## src/scp_pkg.sv

```systemverilog
// scp_pkg: constants, states and helpers of the serial configuration port
// assumes: one 250 MHz core clock drives every module that imports it
package scp_pkg;
  localparam int CLK_HZ = 250_000_000;
  localparam int EE_SCL_HZ = 100_000;
  // quarter of an eeprom clock period, rounded down
  localparam int EE_QTR_CYC = CLK_HZ / (4 * EE_SCL_HZ);
  localparam int EE_QTR_W = 10;
  localparam logic [6:0] EE_DEV_ADDR = 7'h50;
  localparam logic [4:0] I2C_ADDR_HI = 5'h1C;
  localparam logic [3:0] STEP_LAST = 4'h8;
  // register addresses
  localparam logic [7:0] A_GPIO_DIR = 8'h00;
  localparam logic [7:0] A_GPIO_FUNC = 8'h01;
  localparam logic [7:0] A_GPIO_OUT = 8'h02;
  localparam logic [7:0] A_PLL0_BW = 8'h03;
  localparam logic [7:0] A_PLL1_BW = 8'h04;
  localparam logic [7:0] A_INT_MASK = 8'h05;
  localparam logic [7:0] A_INT_FLAG = 8'h06;
  localparam logic [7:0] A_GPIO_IN = 8'h07;
  localparam logic [7:0] A_STATUS = 8'h08;
  localparam int CFG_N = 6;
  // reset values
  localparam logic [7:0] RST_GPIO_OUT = 8'hFF;
  localparam logic [7:0] RST_PLL_BW = 8'h05;
  localparam logic [7:0] BW_MAX = 8'h0A;
  // positions in the synchronised pin vector
  localparam int SY_MODE = 0;
  localparam int SY_MRST = 1;
  localparam int SY_WP = 2;
  localparam int SY_ALO = 3;
  localparam int SY_AHI = 4;
  localparam int SY_SDA = 5;
  localparam int SY_SCL = 6;
  localparam int SY_GPIO = 7;
  localparam int SY_W = 15;

  typedef enum logic [2:0] {HS_IDLE = 3'h0, HS_DEV = 3'h1, HS_REG = 3'h3, HS_WR = 3'h2,
                            HS_RD = 3'h6} scp_hs_e;
  typedef enum logic [2:0] {LD_IDLE = 3'h0, LD_START = 3'h1, LD_BIT = 3'h3,
                            LD_STOP = 3'h2} scp_ld_e;

  function automatic logic [7:0] scp_cfg_rst(input int i);
    if (i == int'(A_GPIO_OUT))
      return RST_GPIO_OUT;
    if (i == int'(A_PLL0_BW) || i == int'(A_PLL1_BW))
      return RST_PLL_BW;
    return 8'h00;
  endfunction : scp_cfg_rst

  // bandwidth fields saturate at the highest of the eleven steps
  function automatic logic [7:0] scp_wr_val(input logic [7:0] a, input logic [7:0] d);
    if ((a == A_PLL0_BW || a == A_PLL1_BW) && d > BW_MAX)
      return BW_MAX;
    return d;
  endfunction : scp_wr_val
endpackage : scp_pkg

```

## src/scp_load_if.sv

```systemverilog
// scp_load_if: eeprom loader handshake and its share of the two-wire pins
// assumes: bank and loader sit on the same clock
`timescale 1ns/1ps
`default_nettype none
interface scp_load_if;
  logic go, clr, busy, wr, sda_in, scl_low, sda_low;
  logic [2:0] idx;
  logic [7:0] data;
  modport loader(input go, clr, sda_in, output busy, wr, idx, data, scl_low, sda_low);
  modport bank(output go, clr, sda_in, input busy, wr, idx, data, scl_low, sda_low);
endinterface : scp_load_if
`default_nettype wire

```

## src/scp_eeprom_loader.sv

```systemverilog
// scp_eeprom_loader: two-wire master that reads the configuration bytes
// assumes: sda_in is already synchronised; pin drive is muxed by the bank
`timescale 1ns/1ps
`default_nettype none
module scp_eeprom_loader (
  input wire logic clk,
  input wire logic rst,
  scp_load_if.loader ld
);
  import scp_pkg::*;
  scp_ld_e st_r, st_nxt;
  logic [EE_QTR_W-1:0] div_r, div_nxt;
  logic [1:0] q_r, q_nxt;
  logic [3:0] bit_r, bit_nxt, step_r, step_nxt;
  logic [7:0] sh_r, sh_nxt, tx;
  logic [2:0] idx_r, idx_nxt;
  logic scl_r, scl_nxt, sda_r, sda_nxt, wr_r, wr_nxt, tick, rd_step;

  assign ld.busy = (st_r != LD_IDLE);
  assign ld.wr = wr_r;
  assign ld.idx = idx_r;
  assign ld.data = sh_r;
  assign ld.scl_low = scl_r;
  assign ld.sda_low = sda_r;
  assign tick = (div_r == EE_QTR_W'(EE_QTR_CYC - 1));
  // steps: 0 device write, 1 word address, 2 device read, 3.. data bytes
  assign rd_step = (step_r > 4'h2);
  assign tx = (step_r == 4'h0) ? {EE_DEV_ADDR, 1'b0} :
              (step_r == 4'h2) ? {EE_DEV_ADDR, 1'b1} : (step_r == 4'h1) ? 8'h00 : 8'hFF;

  // quarter-period sequencer; scl_r and sda_r mean "pull the line low"
  always_comb
  begin
    st_nxt = st_r;
    div_nxt = (st_r == LD_IDLE || tick) ? '0 : div_r + 1'b1;
    q_nxt = q_r;
    bit_nxt = bit_r;
    step_nxt = step_r;
    sh_nxt = sh_r;
    idx_nxt = idx_r;
    scl_nxt = scl_r;
    sda_nxt = sda_r;
    wr_nxt = 1'b0;
    if (ld.clr)
    begin
      st_nxt = LD_IDLE;
      q_nxt = 2'h0;
      scl_nxt = 1'b0;
      sda_nxt = 1'b0;
    end
    else if (st_r == LD_IDLE)
    begin
      if (ld.go)
      begin
        st_nxt = LD_START;
        step_nxt = 4'h0;
        q_nxt = 2'h0;
      end
    end
    else if (tick)
    begin
      q_nxt = q_r + 2'h1;
      unique case (st_r)
        LD_START:
          unique case (q_r)
            2'h0: {scl_nxt, sda_nxt} = 2'h0;
            2'h1: sda_nxt = 1'b1;
            2'h2: scl_nxt = 1'b1;
            2'h3:
            begin
              bit_nxt = 4'h0;
              st_nxt = LD_BIT; // start is on the bus, first address bit next
            end
          endcase
        LD_BIT:
          unique case (q_r)
            2'h0: sda_nxt = (bit_r == 4'h8) ? (rd_step && step_r != STEP_LAST)
                                            : ~tx[3'h7 - bit_r[2:0]];
            2'h1: scl_nxt = 1'b0;
            2'h2:
              if (bit_r != 4'h8)
                sh_nxt = {sh_r[6:0], ld.sda_in};
              else if (!rd_step && ld.sda_in)
              begin
                st_nxt = LD_STOP; // no acknowledge: give the bus back
                q_nxt = 2'h0;
              end
            2'h3:
            begin
              scl_nxt = 1'b1;
              bit_nxt = bit_r + 4'h1;
              if (bit_r == 4'h8)
              begin
                bit_nxt = 4'h0;
                step_nxt = step_r + 4'h1;
                wr_nxt = rd_step;
                idx_nxt = 3'(step_r - 4'h3);
                if (step_r == 4'h1)
                  st_nxt = LD_START;
                else if (step_r == STEP_LAST)
                  st_nxt = LD_STOP;
              end
            end
          endcase
        LD_STOP:
          unique case (q_r)
            2'h0: {scl_nxt, sda_nxt} = 2'h3;
            2'h1: scl_nxt = 1'b0;
            2'h2: sda_nxt = 1'b0;
            2'h3: st_nxt = LD_IDLE;
          endcase
        default: st_nxt = LD_IDLE;
      endcase
    end
  end

  // loader state registers
  always_ff @(posedge clk or posedge rst)
  begin
    if (rst)
    begin
      st_r <= LD_IDLE;
      div_r <= '0;
      q_r <= 2'h0;
      bit_r <= 4'h0;
      step_r <= 4'h0;
      sh_r <= 8'h00;
      idx_r <= 3'h0;
      scl_r <= 1'b0;
      sda_r <= 1'b0;
      wr_r <= 1'b0;
    end
    else
    begin
      st_r <= st_nxt;
      div_r <= div_nxt;
      q_r <= q_nxt;
      bit_r <= bit_nxt;
      step_r <= step_nxt;
      sh_r <= sh_nxt;
      idx_r <= idx_nxt;
      scl_r <= scl_nxt;
      sda_r <= sda_nxt;
      wr_r <= wr_nxt;
    end
  end
endmodule : scp_eeprom_loader
`default_nettype wire

```

## src/scp_port_ctrl.sv

```systemverilog
// scp_port_ctrl: host serial port (two-wire or spi), register bank, gpio
// and eeprom boot load of a clock translator
// assumes: pins arrive asynchronous; status inputs are on CLK
`timescale 1ns/1ps
`default_nettype none
module scp_port_ctrl (
  input wire logic CLK,
  input wire logic SYS_RST,
  input wire logic HOST_PROTOCOL_SELECT,
  input wire logic MASTER_RESET_N,
  input wire logic WRITE_PROTECT_N,
  input wire logic SLAVE_ADDR_BIT_LOW,
  input wire logic SLAVE_ADDR_BIT_HIGH,
  input wire logic TWO_WIRE_DATA_LINE_I,
  output logic TWO_WIRE_DATA_LINE_O,
  output logic TWO_WIRE_DATA_LINE_OE_N,
  input wire logic SER_CLK_I,
  output logic SER_CLK_O,
  output logic SER_CLK_OE_N,
  input wire logic [7:0] GPIO_I,
  output logic [7:0] GPIO_O,
  output logic [7:0] GPIO_OE_N,
  output logic IRQ_OUT_N_O,
  output logic IRQ_OUT_N_OE_N,
  input wire logic [1:0] LOCK_IN,
  input wire logic [1:0] HOLDOVER_IN,
  input wire logic [3:0] SIGNAL_LOSS_FLAG,
  output logic [7:0] OUT_ENABLE,
  output logic [3:0] PLL0_BW_SEL,
  output logic [3:0] PLL1_BW_SEL,
  output logic EEPROM_BUSY
);
  import scp_pkg::*;
  logic [SY_W-1:0] raw, s1_r, s2_r, s3_r, flt_r, flt_nxt, prv_r;
  logic spi_mode, sres, wp_on, scl, sda, cs_n, din, scl_rise, scl_fall, h_start, h_stop;
  scp_hs_e hs_r, hs_nxt;
  logic [3:0] hbit_r, hbit_nxt;
  logic [7:0] sh_r, sh_nxt, ptr_r, ptr_nxt, byte_in, rdata;
  logic ack_r, ack_nxt, drv_r, drv_nxt, hw;
  logic [7:0] cfg_r [CFG_N];
  logic [7:0] cfg_nxt [CFG_N];
  logic [7:0] flag_r, flag_nxt, stat, stat_prv_r, dir, func, gout, mask;
  logic boot_r, boot_nxt, go_r, go_nxt;
  logic d_o_r, d_o_nxt, d_oe_n_r, d_oe_n_nxt, c_oe_n_r, c_oe_n_nxt, irq_r, irq_nxt, busy_r;
  logic [7:0] gpio_oe_n_r, gpio_oe_n_nxt, oe_r, oe_nxt;
  scp_load_if ld ();

  scp_eeprom_loader u_loader (
    .clk(CLK),
    .rst(SYS_RST),
    .ld(ld.loader)
  );

  // pin levels: three stages, a change counts once stages two and three agree
  assign raw = {GPIO_I, SER_CLK_I, TWO_WIRE_DATA_LINE_I, SLAVE_ADDR_BIT_HIGH,
                SLAVE_ADDR_BIT_LOW, WRITE_PROTECT_N, MASTER_RESET_N, HOST_PROTOCOL_SELECT};
  assign flt_nxt = (s2_r & s3_r) | (flt_r & (s2_r ^ s3_r));
  always_ff @(posedge CLK or posedge SYS_RST)
  begin
    if (SYS_RST)
      {s1_r, s2_r, s3_r, flt_r, prv_r} <= '0;
    else
      {s1_r, s2_r, s3_r, flt_r, prv_r} <= {raw, s1_r, s2_r, flt_nxt, flt_r};
  end

  // pin roles and bus events
  assign spi_mode = flt_r[SY_MODE];
  assign sres = ~flt_r[SY_MRST];
  assign wp_on = ~flt_r[SY_WP];
  assign scl = flt_r[SY_SCL];
  assign sda = flt_r[SY_SDA];
  assign cs_n = flt_r[SY_ALO];
  assign din = spi_mode ? flt_r[SY_AHI] : sda;
  assign scl_rise = scl & ~prv_r[SY_SCL];
  assign scl_fall = ~scl & prv_r[SY_SCL];
  assign h_start = spi_mode ? (~cs_n & prv_r[SY_ALO]) : (scl & prv_r[SY_SCL] & ~sda & prv_r[SY_SDA]);
  assign h_stop = spi_mode ? (cs_n & ~prv_r[SY_ALO]) : (scl & prv_r[SY_SCL] & sda & ~prv_r[SY_SDA]);
  assign byte_in = {sh_r[6:0], din};
  assign stat = {SIGNAL_LOSS_FLAG, HOLDOVER_IN, LOCK_IN};
  assign dir = cfg_r[A_GPIO_DIR[2:0]];
  assign func = cfg_r[A_GPIO_FUNC[2:0]];
  assign gout = cfg_r[A_GPIO_OUT[2:0]];
  assign mask = cfg_r[A_INT_MASK[2:0]];
  assign ld.go = go_r;
  assign ld.clr = sres;
  assign ld.sda_in = sda;

  // read data at the pointer; unmapped addresses read zero
  always_comb
  begin
    rdata = 8'h00;
    if (ptr_r < 8'(CFG_N))
      rdata = cfg_r[ptr_r[2:0]];
    else if (ptr_r == A_INT_FLAG)
      rdata = flag_r;
    else if (ptr_r == A_GPIO_IN)
      rdata = flt_r[SY_GPIO +: 8];
    else if (ptr_r == A_STATUS)
      rdata = stat;
  end

  // host port engine; data moves on clock rise, output changes on fall
  always_comb
  begin
    hs_nxt = hs_r;
    hbit_nxt = hbit_r;
    sh_nxt = sh_r;
    ptr_nxt = ptr_r;
    ack_nxt = ack_r;
    drv_nxt = drv_r;
    hw = 1'b0;
    if (sres || ld.busy || h_stop)
    begin
      hs_nxt = HS_IDLE;
      ack_nxt = 1'b0;
      drv_nxt = 1'b0;
    end
    else if (h_start)
    begin
      hs_nxt = spi_mode ? HS_REG : HS_DEV;
      hbit_nxt = 4'h0;
      ack_nxt = 1'b0;
      drv_nxt = 1'b0;
    end
    else if (hs_r != HS_IDLE && scl_rise)
    begin
      if (hbit_r == 4'h8)
      begin
        hbit_nxt = 4'h0;
        ack_nxt = 1'b0;
        if (hs_r == HS_RD && sda)
          hs_nxt = HS_IDLE; // master declined further read data
      end
      else
      begin
        sh_nxt = byte_in;
        hbit_nxt = hbit_r + 4'h1;
        if (hbit_r == 4'h7)
        begin
          hbit_nxt = spi_mode ? 4'h0 : 4'h8;
          ack_nxt = ~spi_mode;
          unique case (hs_r)
            HS_DEV:
              if (byte_in[7:1] == {I2C_ADDR_HI, flt_r[SY_AHI], flt_r[SY_ALO]})
                hs_nxt = byte_in[0] ? HS_RD : HS_REG;
              else
              begin
                hs_nxt = HS_IDLE;
                ack_nxt = 1'b0;
              end
            HS_REG:
            begin
              ptr_nxt = spi_mode ? {1'b0, byte_in[6:0]} : byte_in;
              hs_nxt = (spi_mode && byte_in[7]) ? HS_RD : HS_WR;
            end
            HS_WR:
            begin
              hw = 1'b1; // the transfer itself always completes
              ptr_nxt = ptr_r + 8'h01;
            end
            default:
            begin
              ptr_nxt = ptr_r + 8'h01;
              ack_nxt = 1'b0;
            end
          endcase
        end
      end
    end
    else if (hs_r != HS_IDLE && scl_fall)
    begin
      if (spi_mode)
        drv_nxt = (hs_r == HS_RD) && rdata[3'h7 - hbit_r[2:0]];
      else if (hbit_r == 4'h8)
        drv_nxt = ack_r;
      else
        drv_nxt = (hs_r == HS_RD) && !rdata[3'h7 - hbit_r[2:0]];
    end
  end

  // register bank; a new event outweighs a clear in the same cycle
  always_comb
  begin
    cfg_nxt = cfg_r;
    flag_nxt = flag_r;
    if (hw && ptr_r == A_INT_FLAG)
      flag_nxt = flag_r & ~byte_in;
    flag_nxt = flag_nxt | (stat & ~stat_prv_r);
    if (hw && ptr_r < 8'(CFG_N) && (!wp_on || ptr_r == A_INT_MASK))
      cfg_nxt[ptr_r[2:0]] = scp_wr_val(ptr_r, byte_in);
    if (ld.wr)
      cfg_nxt[ld.idx] = scp_wr_val({5'h00, ld.idx}, ld.data);
    boot_nxt = ~sres;
    go_nxt = ~sres & ~boot_r & ~spi_mode;
    if (sres)
    begin
      for (int i = 0; i < CFG_N; i++)
        cfg_nxt[i] = scp_cfg_rst(i);
      flag_nxt = 8'h00;
    end
  end

  // registered pin drive; the loader owns the two-wire pins while it runs
  always_comb
  begin
    d_o_nxt = spi_mode & drv_r;
    d_oe_n_nxt = spi_mode ? cs_n : ~drv_r;
    c_oe_n_nxt = 1'b1; // the clock is only ever an input to the slave
    if (ld.busy)
    begin
      d_o_nxt = 1'b0;
      d_oe_n_nxt = ~ld.sda_low;
      c_oe_n_nxt = ~ld.scl_low;
    end
    // open drain: an output bit of one is left to the pull-up
    gpio_oe_n_nxt = ~(dir & ~((func & stat) | (~func & gout)));
    oe_nxt = ~(func & ~dir) | flt_r[SY_GPIO +: 8];
    irq_nxt = ~|(flag_r & mask);
  end

  // state and output registers
  always_ff @(posedge CLK or posedge SYS_RST)
  begin
    if (SYS_RST)
    begin
      hs_r <= HS_IDLE;
      hbit_r <= 4'h0;
      sh_r <= 8'h00;
      ptr_r <= 8'h00;
      ack_r <= 1'b0;
      drv_r <= 1'b0;
      for (int i = 0; i < CFG_N; i++)
        cfg_r[i] <= scp_cfg_rst(i);
      flag_r <= 8'h00;
      stat_prv_r <= 8'h00;
      boot_r <= 1'b0;
      go_r <= 1'b0;
      d_o_r <= 1'b0;
      d_oe_n_r <= 1'b1;
      c_oe_n_r <= 1'b1;
      irq_r <= 1'b1;
      gpio_oe_n_r <= 8'hFF;
      oe_r <= 8'hFF;
      busy_r <= 1'b0;
    end
    else
    begin
      hs_r <= hs_nxt;
      hbit_r <= hbit_nxt;
      sh_r <= sh_nxt;
      ptr_r <= ptr_nxt;
      ack_r <= ack_nxt;
      drv_r <= drv_nxt;
      cfg_r <= cfg_nxt;
      flag_r <= flag_nxt;
      stat_prv_r <= stat;
      boot_r <= boot_nxt;
      go_r <= go_nxt;
      d_o_r <= d_o_nxt;
      d_oe_n_r <= d_oe_n_nxt;
      c_oe_n_r <= c_oe_n_nxt;
      irq_r <= irq_nxt;
      gpio_oe_n_r <= gpio_oe_n_nxt;
      oe_r <= oe_nxt;
      busy_r <= ld.busy;
    end
  end

  assign TWO_WIRE_DATA_LINE_O = d_o_r;
  assign TWO_WIRE_DATA_LINE_OE_N = d_oe_n_r;
  assign SER_CLK_O = 1'b0;
  assign SER_CLK_OE_N = c_oe_n_r;
  assign GPIO_O = 8'h00;
  assign GPIO_OE_N = gpio_oe_n_r;
  assign IRQ_OUT_N_O = 1'b0;
  assign IRQ_OUT_N_OE_N = irq_r;
  assign OUT_ENABLE = oe_r;
  assign PLL0_BW_SEL = cfg_r[A_PLL0_BW[2:0]][3:0];
  assign PLL1_BW_SEL = cfg_r[A_PLL1_BW[2:0]][3:0];
  assign EEPROM_BUSY = busy_r;
endmodule : scp_port_ctrl
`default_nettype wire

```

## config.mk

```make
export PLATFORM = sky130hd
export DESIGN_NAME = scp_port_ctrl
export DESIGN_NICKNAME = d
export VERILOG_FILES = /design/src/scp_pkg.sv /design/src/scp_load_if.sv /design/src/scp_eeprom_loader.sv /design/src/scp_port_ctrl.sv
export SDC_FILE = /design/constraint.sdc
export NUM_CORES = 1
export LEC_CHECK = 0
export BUFFER_PORTS_ARGS = -buffer_cell sky130_fd_sc_hd__buf_2
export CAP_MARGIN = 25
export CORE_ASPECT_RATIO = 0.5
export CORE_MARGIN = 8
export CORE_UTILIZATION = 65
export DETAILED_ROUTE_END_ITERATION = 10
export GPL_TIMING_DRIVEN = 0
export PLACE_DENSITY = 0.9
export SLEW_MARGIN = 20
export SYNTH_ARGS = -nofsm -noshare
export SYNTH_HDL_FRONTEND = slang
export SYNTH_HIERARCHICAL = 1
export SYNTH_SLANG_ARGS = --single-unit
```

## constraint.sdc

```tcl
create_clock -name CLK -period 15.4 [get_ports CLK]
set_input_delay 3.08 -clock CLK [delete_from_list [all_inputs] [get_ports CLK]]
set_output_delay 3.08 -clock CLK [all_outputs]
set_load 0.02 [all_outputs]
```

* Word-level counts from Yosys, hierarchy flattened
Cells that the tools add are included.
** Word-level totals
- Bits of input ports :: 25
- Output and inout port bits :: 39
- Logic and storage cells :: 351
- Bits in latches :: 0
- ROM bits :: 0
- Memories kept :: 0
- Register bits :: 215
- RAM bits :: 0
** Cells by class
- Div/mod/pow operators :: 0
- Add/subtract/negate cells :: 9
- Bitwise gates (word level) :: 53
- Reduce and logical (&&, ||, !) cells :: 55
- Multiply operators :: 0
- Equal/unequal tests :: 51
- Shift-type cells :: 0
- $lt $le $gt $ge :: 10
- Mux-type cells :: 135
** Operator list (number)
- two-way mux 8 bit :: 21
- two-way mux 48 bit :: 3
- bitwise mux 48 bit :: 2
- two-way mux 3 bit :: 21
- bitwise AND 8 bit :: 7
- two-way mux 4 bit :: 14
- inverter 8 bit :: 7
- demux 8 bit (select 3 bit) :: 2
- two-way mux 1 bit :: 46
- AND reduction 6 bit :: 7
- == test 8 x 3 -> 1 bit (second input constant) :: 4
- bitwise AND 15 bit :: 2
- binary-select mux 8 bit (select 3 bit) :: 1
- OR 8 bit :: 3
- inequality test 4 x 2 -> 1 bit (second input constant) :: 5
- two-way mux 2 bit :: 9
- inverter 1 bit :: 18
- greater-than comparator 8 x 4 -> 1 bit (second input constant) :: 2
- case mux 8 bit (2 select lines) :: 1
- == test 3 x 2 -> 1 bit (second input constant) :: 5
- logical AND 1 bit :: 15
- OR 15 bit :: 1
- bitwise XOR 15 bit :: 1
- adder 4 x 1 -> 4 bit (second input constant) :: 3
- 57 further kinds :: 113

* Depth between registers and ports, before layout
- Depth in word-level cells :: 17
- Depth in mapped cells :: 12

* Hierarchy
Netlist, hierarchy kept.
** By module, submodules not included
- scp_port_ctrl :: instances 1, area each 8378.0 um2, sequential area each 4393.0 um2, cells each 760
- scp_eeprom_loader :: instances 1, area each 2162.1 um2, sequential area each 900.9 um2, cells each 225

* Worst setup path before layout
Ideal clock, no wire load.
- Path type :: input to register
- From :: in SIGNAL_LOSS_FLAG[0]
- To :: reg drv_r
- Data arrival time :: 4.043 ns
- Stages on the path :: 6
- Required time :: 15.331 ns
- Setup slack :: 11.288 ns
- Cells stage by stage :: o2bb2ai_1 a32oi_1 a211oi_1 o32ai_1 a2111oi_0 nand3b_1
** On the way
- Cells in the longest elaborated chain, start to end :: 14
- Elaborated cells on any way between the ends :: 15
** Ends and longest elaborated chain
- start, declared :: line scp_port_ctrl.sv:27 : input wire logic [3:0] SIGNAL_LOSS_FLAG,
- two-way mux 8 bit (*) :: line scp_port_ctrl.sv:98 : else if (ptr_r == A_STATUS)
- two-way mux 8 bit (*) :: line scp_port_ctrl.sv:96 : else if (ptr_r == A_GPIO_IN)
- two-way mux 8 bit (*) :: line scp_port_ctrl.sv:94 : else if (ptr_r == A_INT_FLAG)
- two-way mux 8 bit (*) :: line scp_port_ctrl.sv:92 : if (ptr_r < 8'(CFG_N))
- binary-select mux 1 bit (select 3 bit) (*) :: line scp_port_ctrl.sv:173, scp_port_ctrl.sv:177
- two-way mux 1 bit (not written as such) (*) :: line scp_port_ctrl.sv:173, scp_port_ctrl.sv:177
- logical NOT 1 bit :: line scp_port_ctrl.sv:177 : drv_nxt = (hs_r == HS_RD) && !rdata[3'h7 - hbit_r[2:0]];
- logical AND 1 bit :: line scp_port_ctrl.sv:177
- two-way mux 1 bit :: line scp_port_ctrl.sv:174 : else if (hbit_r == 4'h8)
- two-way mux 1 bit (*) :: line scp_port_ctrl.sv:172 : if (spi_mode)
- two-way mux 1 bit (*) :: line scp_port_ctrl.sv:170 : else if (hs_r != HS_IDLE && scl_fall)
- two-way mux 1 bit (*) :: line scp_port_ctrl.sv:125 : else if (hs_r != HS_IDLE && scl_rise)
- two-way mux 1 bit (*) :: line scp_port_ctrl.sv:118 : else if (h_start)
- two-way mux 1 bit (*) :: line scp_port_ctrl.sv:112 : if (sres || ld.busy || h_stop)
- end signal, assigned :: line scp_port_ctrl.sv:253 : drv_r <= drv_nxt;
- end, declared :: line scp_port_ctrl.sv:39 : logic ack_r, ack_nxt, drv_r, drv_nxt, hw;
Mark *: on every way between the ends. The rest lies on a longest branch, timed or not. The select of a mux whose other input is x is not followed.
A chain may end at the register's enable or synchronous reset.

* Worst setup path in the final report
- From :: in SIGNAL_LOSS_FLAG[3]
- To :: reg drv_r
Same word-level chain as after synthesis.

==> metrics.txt <==
Placed Instances 1,259; Routed Antenna Nets 0; clk buf depth 3; power after layout 1.252 mW; Critical Path RT approximately 16,000 ps; slowest stage delay, CP 700 ps; most frequent cells after synthesis dfrtp_1, nand2_1, a21oi_1; Syn-to-layout area delta 11.91%; routed wl met3 4893 um; initial antenna violation count 0; Comb power frac 12.4%; Congestion Overflow GR 0; WS Path Type primary input to flip-flop; Synth area leader dfrtp_1; Post-synth ARST share 100.0%; syn_area_per_cell 10.70 um2; Final Hold Viols 0; Diodes inserted 0; crit share post-route 29.39%; crit path cell chain buf_2 > a21oi_1 > a2111oi_0 > o32ai_1 > a2111oi_0 > nand3b_1; GPL Wtd Cong 1.016; DRC viols 0; critical path fanouts, max 4; Die H ~110 um; sequential power share 48.0%; top cells by area, synth dfrtp_1, dfstp_2, mux2i_1; critical path startpoint category primary input; total internal power 0.9164 mW; Tmin final 4527 ps; synthesized flop and latch total 210; Final Worst Setup Slack around 11,000 ps; fill count 1,113; wl on met1 approximately 13,000 um; MaxCap Viol Count 0; min-delay worst type flip-flop to flip-flop; switching power total between 0.3 and 0.4 mW; initial core utilization roughly two thirds; H-Tree Depth 1; outcome finished, final reports clean; Die X-Extent 196.1 um; number of flops mapped to enable cells by yosys 0; leak pwr 5.143 nW; clock sinks 210; Slowest cell on crit path a2111oi_0; # rows 33; sequential-to-total area share from yosys stat roughly half; count of warnings emitted by yosys 6; total negative slack 0 ps; Iter 0 DRT Violations 1,217; mean routed wirelength per cell 23.16 um; post-synthesis cell type count 86; Max Slew Vio Count 0; DIE AREA 20,790 um2; Num CTS Buffers 19; layout cells sized above 1 18.69%; Worst Setup End Kind flip-flop; pwr dens approximately 110 nW/um2; dpl ws 10,530 ps; CTS tree yes; Post-Syn Instances 985; via/cell ratio around 6.6; count leader, synth dfrtp_1; met2 wire len 11,460 um; hold-fix buffers at CTS 0; Crit path top cell by count a2111oi_0; measured slew at the worst slew-check pin between 1000 and 1500 ps; Slew HR 28.36%; Crit path max-delay family compound AO/OA/AOI/OAI gates; vias in the first global route 8,179; Post-synth top flop dfrtp_1; Sw Ratio between 20% and 30%; WL final 29,900 um; DR top layer met4; Setup Fix Bufs, Post-CTS 0; DR pass1 iterations 7; clock root buffer clkbuf_16; num ports 64; peak supply drop about 67 uV; Mapped Area 10,540 um2; IO Port Bufs 53; net count reported at finish 1,132; core area ~16,000 um2; Final setup viols 0; via count of the routed design 8,569; Post-Layout Cell Count roughly 1,300; Total GRT Usage 28.40%; RSZ-0062 raised after global routing no; Fmax 0.2209 GHz; largest net degree at the start of global routing about 110; clock slew at reported path FFs 60 ps; top-area cell type share of the netlist area 42.50%; clock latency on the worst-skew pair 490 ps; Clk network pwr share 39.6%; first-pass GRT wire length 46,580 um; Post-CTS Resized 0; critical path buffer and inverter count 1; clk_skew 15.90 ps; DPL Wire Length 22,130 um; crit path DAT between 4000 and 5000 ps
[flip-flops by register name (all words and copies together), names as in the netlist, 10 cells and up]
signal	cells
flt_r	15
s1_r	15
s2_r	15
s3_r	15
u_loader/div_r	10
[final cells by class]
class / count / area (um2) / area share [%]
Sequential cell: 210 / 5294 / 44.88
Multi-Input combinational cell: 702 / 4856 / 41.17
Clock inverter: 5 / 102.6 / 0.8698
Inverter: 30 / 120.1 / 1.018
Clock buffer: 27 / 535.5 / 4.540
Timing Repair Buffer: 55 / 312.8 / 2.652
Buffer: 52 / 311.5 / 2.641
Tap cell: 210 / 262.8 / 2.228
[path summary, 6_finish.rpt]
kind                                     start           endpoint  slack, ps  cells past startpoint
min reg2reg                           s1_r[14]           s2_r[14]        350                      0
min in group asynchronous              SYS_RST  u_loader/div_r[4]       2540                      2
max                        SIGNAL_LOSS_FLAG[3]              drv_r      10870                      6
max in group asynchronous              SYS_RST            s2_r[5]      11850                      3
max reg2reg                          hbit_r[0]          flag_r[3]      11100                     11
min                                   s1_r[14]           s2_r[14]        350                      0
[placed cells by master (no fill, tap or decap), types with 10 or more instances in the layout]
cell type | Yosys | routed
a21o_1 | 18 | 18
a21oi_1 | 72 | 72
buf_2 | 4 | 57
buf_4 | 18 | 18
clkbuf_1 | 22 | 27
clkbuf_16 | 0 | 19
conb_1 | 1 | 10
dfrtp_1 | 179 | 179
dfstp_2 | 31 | 31
ha_1 | 37 | 37
inv_1 | 29 | 27
mux2_2 | 18 | 18
mux2i_1 | 67 | 67
nand2_1 | 81 | 81
nand2b_1 | 15 | 15
nand3_1 | 20 | 20
nand3b_1 | 10 | 10
nand4_1 | 11 | 11
nor2_1 | 55 | 55
nor2b_1 | 19 | 19
nor3_1 | 20 | 20
o211ai_1 | 15 | 15
o21ai_0 | 68 | 68
o22ai_1 | 17 | 17
[kinds of logic (layout without fill, tap and decap cells)]
family / after synthesis / in the layout / share of synthesized area, %
compound gates: 247 / 247 / 14.61
fa+ha+maj: 37 / 37 / 4.392
other cells: 1 / 10 / 0.03558
simple gates: 306 / 306 / 16.24
xor+xnor: 10 / 10 / 0.8310
mux: 92 / 92 / 9.639
buf+inv: 82 / 169 / 4.024
flops: 210 / 210 / 50.23
[routing by layer]
| metal | vias to the layer above | global-route usage [%] |
|---|---|---|
| met5 | - | 0 |
| met4 | 0 | 4.142 |
| li1 | 3724 | - |
| met3 | 48 | 12.89 |
| met2 | 615 | 36.56 |
| met1 | 4182 | 43.43 |
[per-stage QoR]
stage / hold slack [ps] / utilization [%] / area [um2]
finish: 348.3 / 73.25 / 11800
floorplan: 331.2 / - / 10570
global placement: 331.7 / 68.94 / 11100
detailed placement: 335.6 / 69.29 / 11160
CTS: 350.8 / 73.25 / 11800
global route: 355.8 / 73.25 / 11800
[power by group through the flow]
stage                     registers [mW]  clock network [mW]  logic [mW]
after floorplan                    0.602                   0       0.100
after global placement             0.608                   0       0.143
after detailed placement           0.609                   0       0.149
after CTS                          0.599               0.500       0.150
after global routing               0.602               0.522       0.168
final                              0.601               0.496       0.155
Note: power is estimated with default switching activity, not from simulation.
